File: config.mk
export PLATFORM = sky130hd
export DESIGN_NAME = absolute_home_offset_store
export DESIGN_NICKNAME = d
export VERILOG_FILES = /design/src/home_offset_pkg.sv /design/src/offset_save_if.sv /design/src/absolute_home_offset_store.sv /design/src/offset_nvm_writer.sv
export SDC_FILE = /design/constraint.sdc
export NUM_CORES = 1
export LEC_CHECK = 0
export BUFFER_PORTS_ARGS = -buffer_cell sky130_fd_sc_hd__buf_2
export CAP_MARGIN = 15
export CORE_UTILIZATION = 55
export CTS_CLUSTER_DIAMETER = 80
export DETAILED_ROUTE_END_ITERATION = 16
export PLACE_DENSITY = 0.82
export SLEW_MARGIN = 10
export SYNTH_ARGS = -nofsm -noshare
export SYNTH_HDL_FRONTEND = slang
export SYNTH_SLANG_ARGS = --single-unit
File: constraint.sdc
create_clock -name clk_sys -period 10 [get_ports clk_sys]
set_clock_uncertainty 0.15 [all_clocks]
set_input_delay 0.5 -clock clk_sys [delete_from_list [all_inputs] [get_ports clk_sys]]
set_output_delay 0.5 -clock clk_sys [all_outputs]
set_load 0.02 [all_outputs]
File: src/home_offset_pkg.sv
// package with the map, fields and codes of the home offset store
package home_offset_pkg;

   localparam int          ADDR_W          = 16;
   localparam int          DATA_W          = 32;
   localparam int          POS_W           = 64;
   localparam int          SCALE_PART_W    = 24;

   // register map
   localparam logic [15:0] OFS_HIGH_ADDR   = 16'h37c0;
   localparam logic [15:0] OFS_LOW_ADDR    = 16'h37c1;
   localparam logic [15:0] CTRL_ADDR       = 16'h37c2;
   localparam logic [15:0] STATUS_ADDR     = 16'h37c3;
   localparam logic [15:0] ENC_MODE_ADDR   = 16'h3015;

   // reset values
   localparam logic [31:0] OFS_RESET       = 32'h0000_0000;
   localparam logic [7:0]  ENC_MODE_RESET  = 8'h00;
   localparam logic [31:0] RDATA_UNMAPPED  = 32'h0000_0000;

   // encoder mode value that selects incremental operation
   localparam logic [7:0]  ENC_MODE_INCR   = 8'h01;
   localparam int          ENC_MODE_W      = 8;

   // control register fields (write one to act)
   localparam int          CTRL_SAVE_BIT   = 0;

   // status register fields
   localparam int          ST_APPLIED_BIT  = 0;
   localparam int          ST_BUSY_BIT     = 1;
   localparam int          ST_NONZERO_BIT  = 2;
   localparam int          ST_PENDING_BIT  = 3;
   localparam int          ST_HOMED_BIT    = 4;
   localparam int          ST_SCALE_BIT    = 5;

   typedef enum logic [1:0] {
      SAVE_IDLE,
      SAVE_HIGH,
      SAVE_LOW
   } save_state_e;

endpackage : home_offset_pkg

File: src/offset_save_if.sv
// interface carrying a save request from the store to the writer
`timescale 1ns/1ns
interface offset_save_if;
   logic        start;
   logic        busy;
   logic [31:0] high_word;
   logic [31:0] low_word;

   modport store (output start, output high_word, output low_word, input busy);
   modport writer (input start, input high_word, input low_word, output busy);
endinterface : offset_save_if
File: src/absolute_home_offset_store.sv
// home offset store: register words, homing capture, position correction
//
// Notes on behaviour
// absolute homing stores offset so position reads zero
// high word is upper 32 bits of multi-turn
// scale offset built from upper and lower 24 bits
// offsets ignored when encoder mode is incremental
// after homing only offset words saved to memory
// master resets home by writing zeros, then saving
// manual writes apply only after power cycle
// master should not write offset words by hand
// only zero is a supported manual value
// low word holds lower 32 bits, signed, rw
`timescale 1ns/1ns
module absolute_home_offset_store
   import home_offset_pkg::*;
(
   input  wire logic                                  clk_sys,
   input  wire logic                                  rst,
   // register port
   input  wire logic [home_offset_pkg::ADDR_W-1:0]    reg_addr,
   input  wire logic [home_offset_pkg::DATA_W-1:0]    reg_wdata,
   input  wire logic                                  reg_wr,
   input  wire logic                                  reg_rd,
   output      logic [home_offset_pkg::DATA_W-1:0]    reg_rdata,
   // homing and position source
   input  wire logic                                  homing_done,
   input  wire logic                                  scale_sel,
   input  wire logic [home_offset_pkg::POS_W-1:0]     home_raw,
   input  wire logic [home_offset_pkg::SCALE_PART_W-1:0] scale_upper,
   input  wire logic [home_offset_pkg::SCALE_PART_W-1:0] scale_lower,
   input  wire logic [home_offset_pkg::POS_W-1:0]     pos_raw,
   // image restored from nonvolatile memory at power-up
   input  wire logic                                  boot_valid,
   input  wire logic [home_offset_pkg::DATA_W-1:0]    boot_high,
   input  wire logic [home_offset_pkg::DATA_W-1:0]    boot_low,
   // nonvolatile memory write port
   output      logic                                  nvm_wr_req,
   output      logic [home_offset_pkg::ADDR_W-1:0]    nvm_wr_addr,
   output      logic [home_offset_pkg::DATA_W-1:0]    nvm_wr_data,
   input  wire logic                                  nvm_wr_ack,
   // corrected position
   output      logic [home_offset_pkg::POS_W-1:0]     act_pos,
   output      logic                                  offset_applied,
   output      logic                                  save_busy
);
   import home_offset_pkg::*;

   // ------------------------------------------------------------------
   // helpers
   // ------------------------------------------------------------------

   function automatic logic is_incremental(input logic [7:0] mode);
      return mode == ENC_MODE_INCR;
   endfunction : is_incremental

   function automatic logic [POS_W-1:0] scale_offset(
      input logic [SCALE_PART_W-1:0] upper,
      input logic [SCALE_PART_W-1:0] lower
   );
      logic [2*SCALE_PART_W-1:0] joined;
      joined = {upper, lower};
      // sign extend the 48 bit scale count to 64 bits
      return {{(POS_W-2*SCALE_PART_W){joined[2*SCALE_PART_W-1]}}, joined};
   endfunction : scale_offset

   // ------------------------------------------------------------------
   // state
   // ------------------------------------------------------------------

   logic signed [31:0] ofs_high_q, ofs_high_d;
   logic signed [31:0] ofs_low_q, ofs_low_d;
   logic [POS_W-1:0]   active_q, active_d;
   logic [7:0]         enc_mode_q, enc_mode_d;
   logic               nonzero_q, nonzero_d;
   logic               homed_q, homed_d;
   logic               save_start_q, save_start_d;
   logic [31:0]        rdata_q, rdata_d;
   logic [POS_W-1:0]   act_pos_q, act_pos_d;
   logic               applied_q, applied_d;

   logic [POS_W-1:0]   home_ofs;
   logic               wr_high;
   logic               wr_low;
   logic               wr_ctrl;
   logic               wr_mode;
   logic               incr;
   logic               home_update;
   logic               pending;

   offset_save_if save_link();

   // ------------------------------------------------------------------
   // address decode
   // ------------------------------------------------------------------

   always_comb begin
      wr_high = 1'b0;
      wr_low  = 1'b0;
      wr_ctrl = 1'b0;
      wr_mode = 1'b0;
      if (reg_wr) begin
         if (reg_addr == OFS_HIGH_ADDR) begin
            wr_high = 1'b1;
         end else if (reg_addr == OFS_LOW_ADDR) begin
            wr_low = 1'b1;
         end else if (reg_addr == CTRL_ADDR) begin
            wr_ctrl = 1'b1;
         end else if (reg_addr == ENC_MODE_ADDR) begin
            wr_mode = 1'b1;
         end
      end
   end

   assign incr = is_incremental(enc_mode_q);

   // offset that makes the corrected position zero at the home point
   assign home_ofs = scale_sel ? scale_offset(scale_upper, scale_lower)
                               : home_raw;

   // automatic capture only in absolute mode
   assign home_update = homing_done && !incr;

   assign pending = (active_q != {ofs_high_q, ofs_low_q});

   // ------------------------------------------------------------------
   // offset words and settings
   // ------------------------------------------------------------------

   always_comb begin
      ofs_high_d   = ofs_high_q;
      ofs_low_d    = ofs_low_q;
      active_d     = active_q;
      enc_mode_d   = enc_mode_q;
      nonzero_d    = nonzero_q;
      homed_d      = homed_q;
      save_start_d = 1'b0;
      if (wr_mode) begin
         enc_mode_d = reg_wdata[ENC_MODE_W-1:0];
      end
      // manual writes only change the stored word R7 R10
      if (wr_high) begin
         ofs_high_d = reg_wdata;
      end
      if (wr_low) begin
         ofs_low_d = reg_wdata;
      end
      // flag unsupported manual values R9
      if ((wr_high || wr_low) && reg_wdata != OFS_RESET) begin
         nonzero_d = 1'b1;
      end
      // master commit of the stored words R6
      if (wr_ctrl && reg_wdata[CTRL_SAVE_BIT]) begin
         save_start_d = 1'b1;
      end
      // a homing capture wins over a same-cycle manual write
      if (home_update) begin
         ofs_high_d   = home_ofs[POS_W-1:DATA_W];
         ofs_low_d    = home_ofs[DATA_W-1:0];
         active_d     = home_ofs;
         nonzero_d    = 1'b0;
         homed_d      = 1'b1;
         save_start_d = 1'b1;
      end
      // power-up image loads both stored and active words R7
      if (boot_valid) begin
         ofs_high_d = boot_high;
         ofs_low_d  = boot_low;
         active_d   = {boot_high, boot_low};
         nonzero_d  = 1'b0;
      end
   end

   always_ff @(posedge clk_sys or posedge rst) begin
      if (rst) begin
         ofs_high_q   <= OFS_RESET;
         ofs_low_q    <= OFS_RESET;
         active_q     <= {OFS_RESET, OFS_RESET};
         enc_mode_q   <= ENC_MODE_RESET;
         nonzero_q    <= 1'b0;
         homed_q      <= 1'b0;
         save_start_q <= 1'b0;
      end else begin
         ofs_high_q   <= ofs_high_d;
         ofs_low_q    <= ofs_low_d;
         active_q     <= active_d;
         enc_mode_q   <= enc_mode_d;
         nonzero_q    <= nonzero_d;
         homed_q      <= homed_d;
         save_start_q <= save_start_d;
      end
   end

   // ------------------------------------------------------------------
   // nonvolatile save
   // ------------------------------------------------------------------

   assign save_link.start     = save_start_q;
   assign save_link.high_word = ofs_high_q;
   assign save_link.low_word  = ofs_low_q;

   offset_nvm_writer u_writer (
      .clk_sys     (clk_sys),
      .rst         (rst),
      .save        (save_link.writer),
      .nvm_wr_req  (nvm_wr_req),
      .nvm_wr_addr (nvm_wr_addr),
      .nvm_wr_data (nvm_wr_data),
      .nvm_wr_ack  (nvm_wr_ack)
   );

   assign save_busy = save_link.busy;

   // ------------------------------------------------------------------
   // position correction
   // ------------------------------------------------------------------

   always_comb begin
      // incremental mode passes the raw count untouched R4
      applied_d = !incr;
      act_pos_d = incr ? pos_raw : pos_raw - active_q;
   end

   always_ff @(posedge clk_sys or posedge rst) begin
      if (rst) begin
         act_pos_q <= {POS_W{1'b0}};
         applied_q <= 1'b0;
      end else begin
         act_pos_q <= act_pos_d;
         applied_q <= applied_d;
      end
   end

   assign act_pos        = act_pos_q;
   assign offset_applied = applied_q;

   // ------------------------------------------------------------------
   // read back
   // ------------------------------------------------------------------

   always_comb begin
      rdata_d = RDATA_UNMAPPED;
      if (reg_rd) begin
         if (reg_addr == OFS_HIGH_ADDR) begin
            rdata_d = ofs_high_q;
         end else if (reg_addr == OFS_LOW_ADDR) begin
            rdata_d = ofs_low_q;
         end else if (reg_addr == ENC_MODE_ADDR) begin
            rdata_d = {{(DATA_W-ENC_MODE_W){1'b0}}, enc_mode_q};
         end else if (reg_addr == STATUS_ADDR) begin
            rdata_d[ST_APPLIED_BIT] = applied_q;
            rdata_d[ST_BUSY_BIT]    = save_link.busy;
            rdata_d[ST_NONZERO_BIT] = nonzero_q;
            rdata_d[ST_PENDING_BIT] = pending;
            rdata_d[ST_HOMED_BIT]   = homed_q;
            rdata_d[ST_SCALE_BIT]   = scale_sel;
         end
      end
   end

   always_ff @(posedge clk_sys or posedge rst) begin
      if (rst) begin
         rdata_q <= RDATA_UNMAPPED;
      end else begin
         rdata_q <= rdata_d;
      end
   end

   assign reg_rdata = rdata_q;

endmodule : absolute_home_offset_store

File: src/offset_nvm_writer.sv
// writes the two offset words to nonvolatile memory, nothing else
`timescale 1ns/1ns
module offset_nvm_writer
   import home_offset_pkg::*;
(
   input  wire logic                           clk_sys,
   input  wire logic                           rst,
   offset_save_if.writer                       save,
   output      logic                           nvm_wr_req,
   output      logic [home_offset_pkg::ADDR_W-1:0] nvm_wr_addr,
   output      logic [home_offset_pkg::DATA_W-1:0] nvm_wr_data,
   input  wire logic                           nvm_wr_ack
);
   import home_offset_pkg::*;

   save_state_e state_q, state_d;
   logic [31:0] high_q, high_d;
   logic [31:0] low_q, low_d;
   logic        again_q, again_d;

   always_comb begin
      state_d = state_q;
      high_d  = high_q;
      low_d   = low_q;
      again_d = again_q;
      if (save.start && state_q != SAVE_IDLE) begin
         // request during a save: remember it, keep the word on the port stable
         again_d = 1'b1;
      end
      case (state_q)
         SAVE_IDLE: begin
            if (save.start) begin
               high_d  = save.high_word;
               low_d   = save.low_word;
               state_d = SAVE_HIGH;
            end
         end
         SAVE_HIGH: begin
            if (nvm_wr_ack) begin
               state_d = SAVE_LOW;
            end
         end
         SAVE_LOW: begin
            if (nvm_wr_ack) begin
               if (again_q || save.start) begin
                  // restart picks up the words as they stand now
                  again_d = 1'b0;
                  high_d  = save.high_word;
                  low_d   = save.low_word;
                  state_d = SAVE_HIGH;
               end else begin
                  state_d = SAVE_IDLE;
               end
            end
         end
         default: state_d = SAVE_IDLE;
      endcase
   end

   always_ff @(posedge clk_sys or posedge rst) begin
      if (rst) begin
         state_q <= SAVE_IDLE;
         high_q  <= OFS_RESET;
         low_q   <= OFS_RESET;
         again_q <= 1'b0;
      end else begin
         state_q <= state_d;
         high_q  <= high_d;
         low_q   <= low_d;
         again_q <= again_d;
      end
   end

   // only the two offset words ever reach the memory R5
   assign nvm_wr_req  = (state_q != SAVE_IDLE);
   assign nvm_wr_addr = (state_q == SAVE_LOW) ? OFS_LOW_ADDR : OFS_HIGH_ADDR;
   assign nvm_wr_data = (state_q == SAVE_LOW) ? low_q : high_q;
   assign save.busy   = (state_q != SAVE_IDLE);

endmodule : offset_nvm_writer

# ---- Yosys cells after proc, flatten, opt, wreduce, memory -nomap -nowiden
# Index checks and enable logic that the tools add are counted.
dict set report totals {
  ff_bits 303
  latch_bits 0
  ramBits 0
  romBits 0
  input_bits 296
  word_cells 99
  n_memories 0
}
dict set report op_classes {
  n_addsub 1
  n_mul 0
  div_mod_pow 0
  order_cmp 0
  n_eq_ne 13
  n_shift 0
  muxes 54
  bitwise 0
  n_reduce_logical 17
}
# cell count
set ops {}
lappend ops {{$mux 32} 16}
lappend ops {{$mux 64} 4}
lappend ops {{$pmux 32 s2} 2}
lappend ops {{$eq 16x14->1 const B} 5}
lappend ops {{$ne 64x64->1} 1}
lappend ops {{$sub 64x64->64} 1}
lappend ops {{$reduce_bool 32->1} 1}
lappend ops {{$mux 1} 25}
lappend ops {{$mux 6} 2}
lappend ops {{$reduce_bool 3->1} 3}
lappend ops {{$eq 8x1->1 const B} 1}
lappend ops {{$mux 2} 4}
lappend ops {{$ne 2x2->1 const B} 3}
lappend ops {{$pmux 2 s3} 1}
lappend ops {{$reduce_bool 2->1} 3}
lappend ops {{$logic_and 1x1->1} 4}
lappend ops {{$reduce_and 4->1} 1}
lappend ops {{$reduce_and 3->1} 1}
lappend ops {{$eq 2x1->1 const B} 1}
lappend ops {{$eq 2x2->1 const B} 1}
lappend ops {{$logic_not 2->1} 1}
lappend ops {{$logic_or 1x1->1} 2}
lappend ops {{$ne 2x1->1 const B} 1}
lappend ops {{$logic_not 1->1} 1}

# ---- Depth between registers and ports, before layout
dict set report depth {
  ltp_word 9
  depth_mapped 12
  ltp_nobuf 12
}

# ---- By module
# A second synthesis with hierarchy kept.
dict set report hier_totals {
  hier_cells 1964
  hier_area_um2 18402.6
}
# mod instances cells_per_inst area_each_um2 seq_area_each_um2
set by_module_without_submodules {}
lappend by_module_without_submodules {absolute_home_offset_store 1 1759 15084.5 5905.7}
lappend by_module_without_submodules {offset_nvm_writer 1 205 3318.2 1676.6}

# ---- Worst setup path after synthesis
# Ideal clock, no wire load.
dict set report synth_timing {
  kind {input -> register}
  from {input pos_raw[0] (netlist bit)}
  to {register act_pos_q[60], in the netlist act_pos[60]}
  setup_ns 0.095
  t_arrival_ns 2.722
  setup_slack_ns 7.033
  stages 12
  path_cell_list {inv_1 > ha_1 > fa_1 > nor2b_1 > o2111ai_1 > a31oi_1 > a21bo_2 > a31oi_4 > o2111ai_4 > nand4_1 > and3_1 > o31ai_1}
}
dict set report synth_via {
  elab_chain_len 2
}
# element line_no
set synth_lines {}
lappend synth_lines {{start, declared} absolute_home_offset_store.sv:32} ;# input wire logic [home_offset_pkg::POS_W-1:0] pos_raw,
lappend synth_lines {{$sub 64x64->64} absolute_home_offset_store.sv:221} ;# act_pos_d = incr ? pos_raw : pos_raw - active_q;
lappend synth_lines {{$mux 64} absolute_home_offset_store.sv:221}
lappend synth_lines {{via act_pos_d[60]} absolute_home_offset_store.sv:79} ;# logic [POS_W-1:0] act_pos_q, act_pos_d;
lappend synth_lines {{end signal, assigned} absolute_home_offset_store.sv:226} ;# act_pos_q <= {POS_W{1'b0}};
lappend synth_lines {{end signal, assigned} absolute_home_offset_store.sv:229} ;# act_pos_q <= act_pos_d;
lappend synth_lines {{end, declared} absolute_home_offset_store.sv:79}
# The timed path passes the listed nets, and every way through them passes these cells.
# A chain may end at the register's enable or synchronous reset.

# ---- Worst setup path in the final report
dict set report layout_timing {
  from {register enc_mode_q[1]}
  to {register ofs_high_q[21]}
}
dict set report layout_via {
  elab_chain_len 5
  word_cells_on_any_way 6
}
# element line_no
set layout_lines {}
lappend layout_lines {{start, declared} absolute_home_offset_store.sv:74} ;# logic [7:0] enc_mode_q, enc_mode_d;
lappend layout_lines {{start signal, assigned} absolute_home_offset_store.sv:187} ;# enc_mode_q <= enc_mode_d;
lappend layout_lines {{$eq 8x1->1 *} absolute_home_offset_store.sv:54} ;# return mode == ENC_MODE_INCR;
lappend layout_lines {{$logic_not 1->1 *} absolute_home_offset_store.sv:122} ;# assign home_update = homing_done && !incr;
lappend layout_lines {{$logic_and 1x1->1 *} absolute_home_offset_store.sv:122}
lappend layout_lines {{$mux 32} absolute_home_offset_store.sv:157} ;# if (home_update) begin
lappend layout_lines {{$mux 32} absolute_home_offset_store.sv:166} ;# if (boot_valid) begin
lappend layout_lines {{end signal, assigned} absolute_home_offset_store.sv:184} ;# ofs_high_q <= ofs_high_d;
lappend layout_lines {{end, declared} absolute_home_offset_store.sv:71} ;# logic signed [31:0] ofs_high_q, ofs_high_d;
# Every way passes the cells marked *; elsewhere a longest branch is shown, timed or not.

==> impl_metrics.json <==
{
  "status": "complete, no violations",
  "grt_pass1_vias": 16600,
  "power_density_nw_per_um2": 217,
  "routed_via_density": 6.13,
  "die_width_um": 184,
  "dp.cells": 2758,
  "rows": 66,
  "wl_per_cell_um": 23.2,
  "slowest_delay_ns": 0.59,
  "maxCapViolCount": 0,
  "remaining_drc_errors": 0,
  "root_buffer": "clkbuf_16",
  "netlist_area_um2": 18200,
  "layout-drive-gt1-share_pct": 27.1,
  "crit_type": "flip-flop to flip-flop",
  "seqCellArea_um2": 7580,
  "coreArea_um2": 32500,
  "clock.fmax_ghz": 0.225,
  "synth_warnings": 0,
  "portBuffers": 427,
  "insertion_delay_ns": 0.53,
  "die_area_um2": 33700,
  "cp_max_fo": 79,
  "synth_area_leaders": "dfrtp_1 (42%), mux2_2 (6.6%), nand2_1 (5.2%)",
  "avgSynthCellArea_um2": 9.17,
  "io_pins": 443,
  "end_kind": "flip-flop",
  "synth_top_area_share_pct": 41.8,
  "vias": 17300,
  "drtIter0Drc": 1856,
  "dr.pass1.iters": 10,
  "initial_utilization_pct": 55.8,
  "holdCritPathClass": "primary input to flip-flop",
  "critPathLaunchType": "flip-flop",
  "grt-ovfl-total": 0,
  "async_reset_ff_share_pct": 100,
  "crit_top_cell": "buf_4",
  "regToRegSetupSlack_ns": 5.55,
  "route.final.wire_length_um": 65400,
  "netlist-cell-type-count": 88,
  "syn_inst": 1979,
  "reg2reg_from": "enc_mode_q[1]$_DFFE_PP0P_",
  "fp.dieH_um": 184,
  "cts_buffer_depth": 3,
  "worst_slew_pin_slew_ns": 1.00,
  "layout.nets": 2713,
  "post-cts-setup-buffers": 0,
  "setup_viol": 0,
  "place_congestion": 0.967,
  "fin_hold_ws_ns": 0.0718,
  "synth_edf_count": 0,
  "clkTransAtPathRegs_ns": 0.06,
  "grt_max_degree": 110,
  "synth_sequential_area_ratio_pct": 41.8,
  "grt_pass1_wl_um": 97500,
  "finalHoldViolCount": 0,
  "clock-sinks": 303,
  "yosysMostFrequentCell": "dfrtp_1",
  "final_cells": 2822,
  "antenna_left": 0,
  "reg2reg_to": "ofs_high_q[21]$_DFFE_PP0P_",
  "slew_viol_final": 0,
  "path_cells": "nor4b_1 > and2_2 > buf_4 > inv_2 > buf_4 > and2_0 > nor2_4 > buf_4 > buf_4 > nor2_1 > a21oi_1 > a21oi_1",
  "rr_worst_depth": 12,
  "ys_ff_latch": 303,
  "period_share_pct": 44.5,
  "final_util_pct": 66.5,
  "synth_common_cells": "dfrtp_1 (303), nand2_1 (252), a21oi_1 (186), nor2_1 (167), mux2_2 (106)",
  "yosys.area.top_type": "dfrtp_1",
  "required_ns": 10.22,
  "cts_tree": "built",
  "areaGrowthSynthToFinish_pct": 19.2,
  "antenna_found_initial": 3,
  "fillCellCount": 2705,
  "min_to": "act_pos[11]$_DFF_PP0_",
  "leakage_uw": 0.0102,
  "arrival_ns": 4.67,
  "hold_depth": 3,
  "grt_usage_pct": 38.3,
  "fin_tns_setup_ns": 0,
  "critical-path-slowest-cell": "buf_4",
  "hpwlAfterDp_um": 50000,
  "multi_input_area_um2": 9740,
  "ir_drop_mv": 0.213,
  "hold_start": "pos_raw[11]",
  "fin_crit_ns": 4.45,
  "maxSlewHeadroom_pct": 33.1,
  "h-tree-depth": 2,
  "rsz0062_at_grt": "no",
  "power_uw": 4690,
  "synthFlopType": "dfrtp_1",
  "cts-buffers-inserted": 34
}
[worst max-delay path, delay by kind of cell (launching register included)]
family,cells,cell delay (ns)
AO/OA/AOI/OAI,2,0.22
buffers and inverters,5,2.01
AND/OR/NAND/NOR,5,1.38
flip-flops,1,0.41
[area by class of cell]
class | instances | area share [%]
multi-input combinational | 1487 | 45.0
sequential | 303 | 35.1
timing repair buffer | 443 | 10.5
clock buffer | 49 | 4.61
tap | 442 | 2.56
inverter | 84 | 1.49
clock inverter | 12 | 0.775
antenna | 2 | 0.0231
[power by group]
group / switching (µW) / leakage [µW] / total, µW / internal [µW]
sequential: 180 / 0.00366 / 1680 / 1500
clock: 523 / 0.000574 / 1300 / 778
combinational: 1010 / 0.00596 / 1700 / 689
total: 1710 / 0.0102 / 4690 / 2970
[per-layer routing]
layer / part of all wire (%) / track usage, % / up-vias
li1: - / - / 7754
met2: 47 / 62.3 / 945
met5: 0.020 / 0 / -
met3: 7.7 / 6.32 / 192
met4: 5.2 / 18.2 / 2
met1: 41 / 49.9 / 8405
[how the worst max path moves through the flow]
| stage | start | endpoint | slack (ns) | cells after the start |
|---|---|---|---|---|
| finish | enc_mode_q[1]$_DFFE_PP0P_ | ofs_high_q[21]$_DFFE_PP0P_ | 5.55 | 12 |
| global route | enc_mode_q[1]$_DFFE_PP0P_ | ofs_high_q[18]$_DFFE_PP0P_ | 5.26 | 12 |
| CTS | enc_mode_q[1]$_DFFE_PP0P_ | ofs_high_q[27]$_DFFE_PP0P_ | 5.54 | 12 |
| detailed placement | enc_mode_q[1]$_DFFE_PP0P_ | ofs_high_q[27]$_DFFE_PP0P_ | 5.57 | 12 |
| global placement | enc_mode_q[1]$_DFFE_PP0P_ | ofs_high_q[16]$_DFFE_PP0P_ | 5.61 | 12 |
| floorplan | rst | act_pos[0]$_DFF_PP0_ | 0.98 | 1 |
[metrics by stage]
stage / instance area [µm²] / setup WS, ns
after floorplan: 18200 / 0.976
after global placement: 20500 / 5.61
after detailed placement: 20500 / 5.57
after CTS: 21600 / 5.54
after global routing: 21600 / 5.26
final: 21600 / 5.55
[flip-flops by register name, indices dropped and copies added (netlist names), 2 cells and up]
signal            cells
u_writer.low_q       32
reg_rdata            32
act_pos              64
u_writer.state_q      2
u_writer.high_q      32
ofs_low_q            32
active_q             64
enc_mode_q            8
ofs_high_q           32
[cell families (layout without fill, tap and decap cells)]
logic type                 Yosys count  in the layout  share of synthesized area, %
xor gates and xnor gates           110            110                          5.31
and+or+nand+nor                    645            645                          16.5
adders and majority gates           64             64                          4.45
DFF                                303            303                          41.8
AOI/OAI and AO/OA                  499            499                          17.8
other                                2             17                        0.0414
buffers and inverters              202            588                          4.96
muxes                              154            154                          9.22
[what timing repair did]
item,CTS,global route
hold buffers,1,0
gates resized for setup,0,0
endpoints found under the setup margin,0,0
hold endpoints to repair,2,0
[placed cells by master (no fill, tap or decap), drive strengths merged, types with 13 or more instances in the layout]
| cell | Yosys | layout |
|---|---|---|
| nor2b | 36 | 36 |
| nand2 | 255 | 255 |
| ha | 63 | 63 |
| clkbuf | 64 | 49 |
| o21bai | 14 | 14 |
| o31ai | 14 | 14 |
| a21o | 44 | 44 |
| mux2i | 48 | 48 |
| a22oi | 37 | 37 |
| xor2 | 23 | 23 |
| nor2 | 169 | 169 |
| dfrtp | 303 | 303 |
| inv | 83 | 84 |
| xnor2 | 87 | 87 |
| conb | 2 | 15 |
| o21a | 13 | 13 |
| mux2 | 106 | 106 |
| o21ai | 52 | 52 |
| buf | 54 | 442 |
| nand4 | 35 | 35 |
| nor4 | 17 | 17 |
| and3 | 17 | 17 |
| a21oi | 189 | 189 |
| a31oi | 73 | 73 |
| nor3 | 63 | 63 |
(Power assumes the default switching activity.)
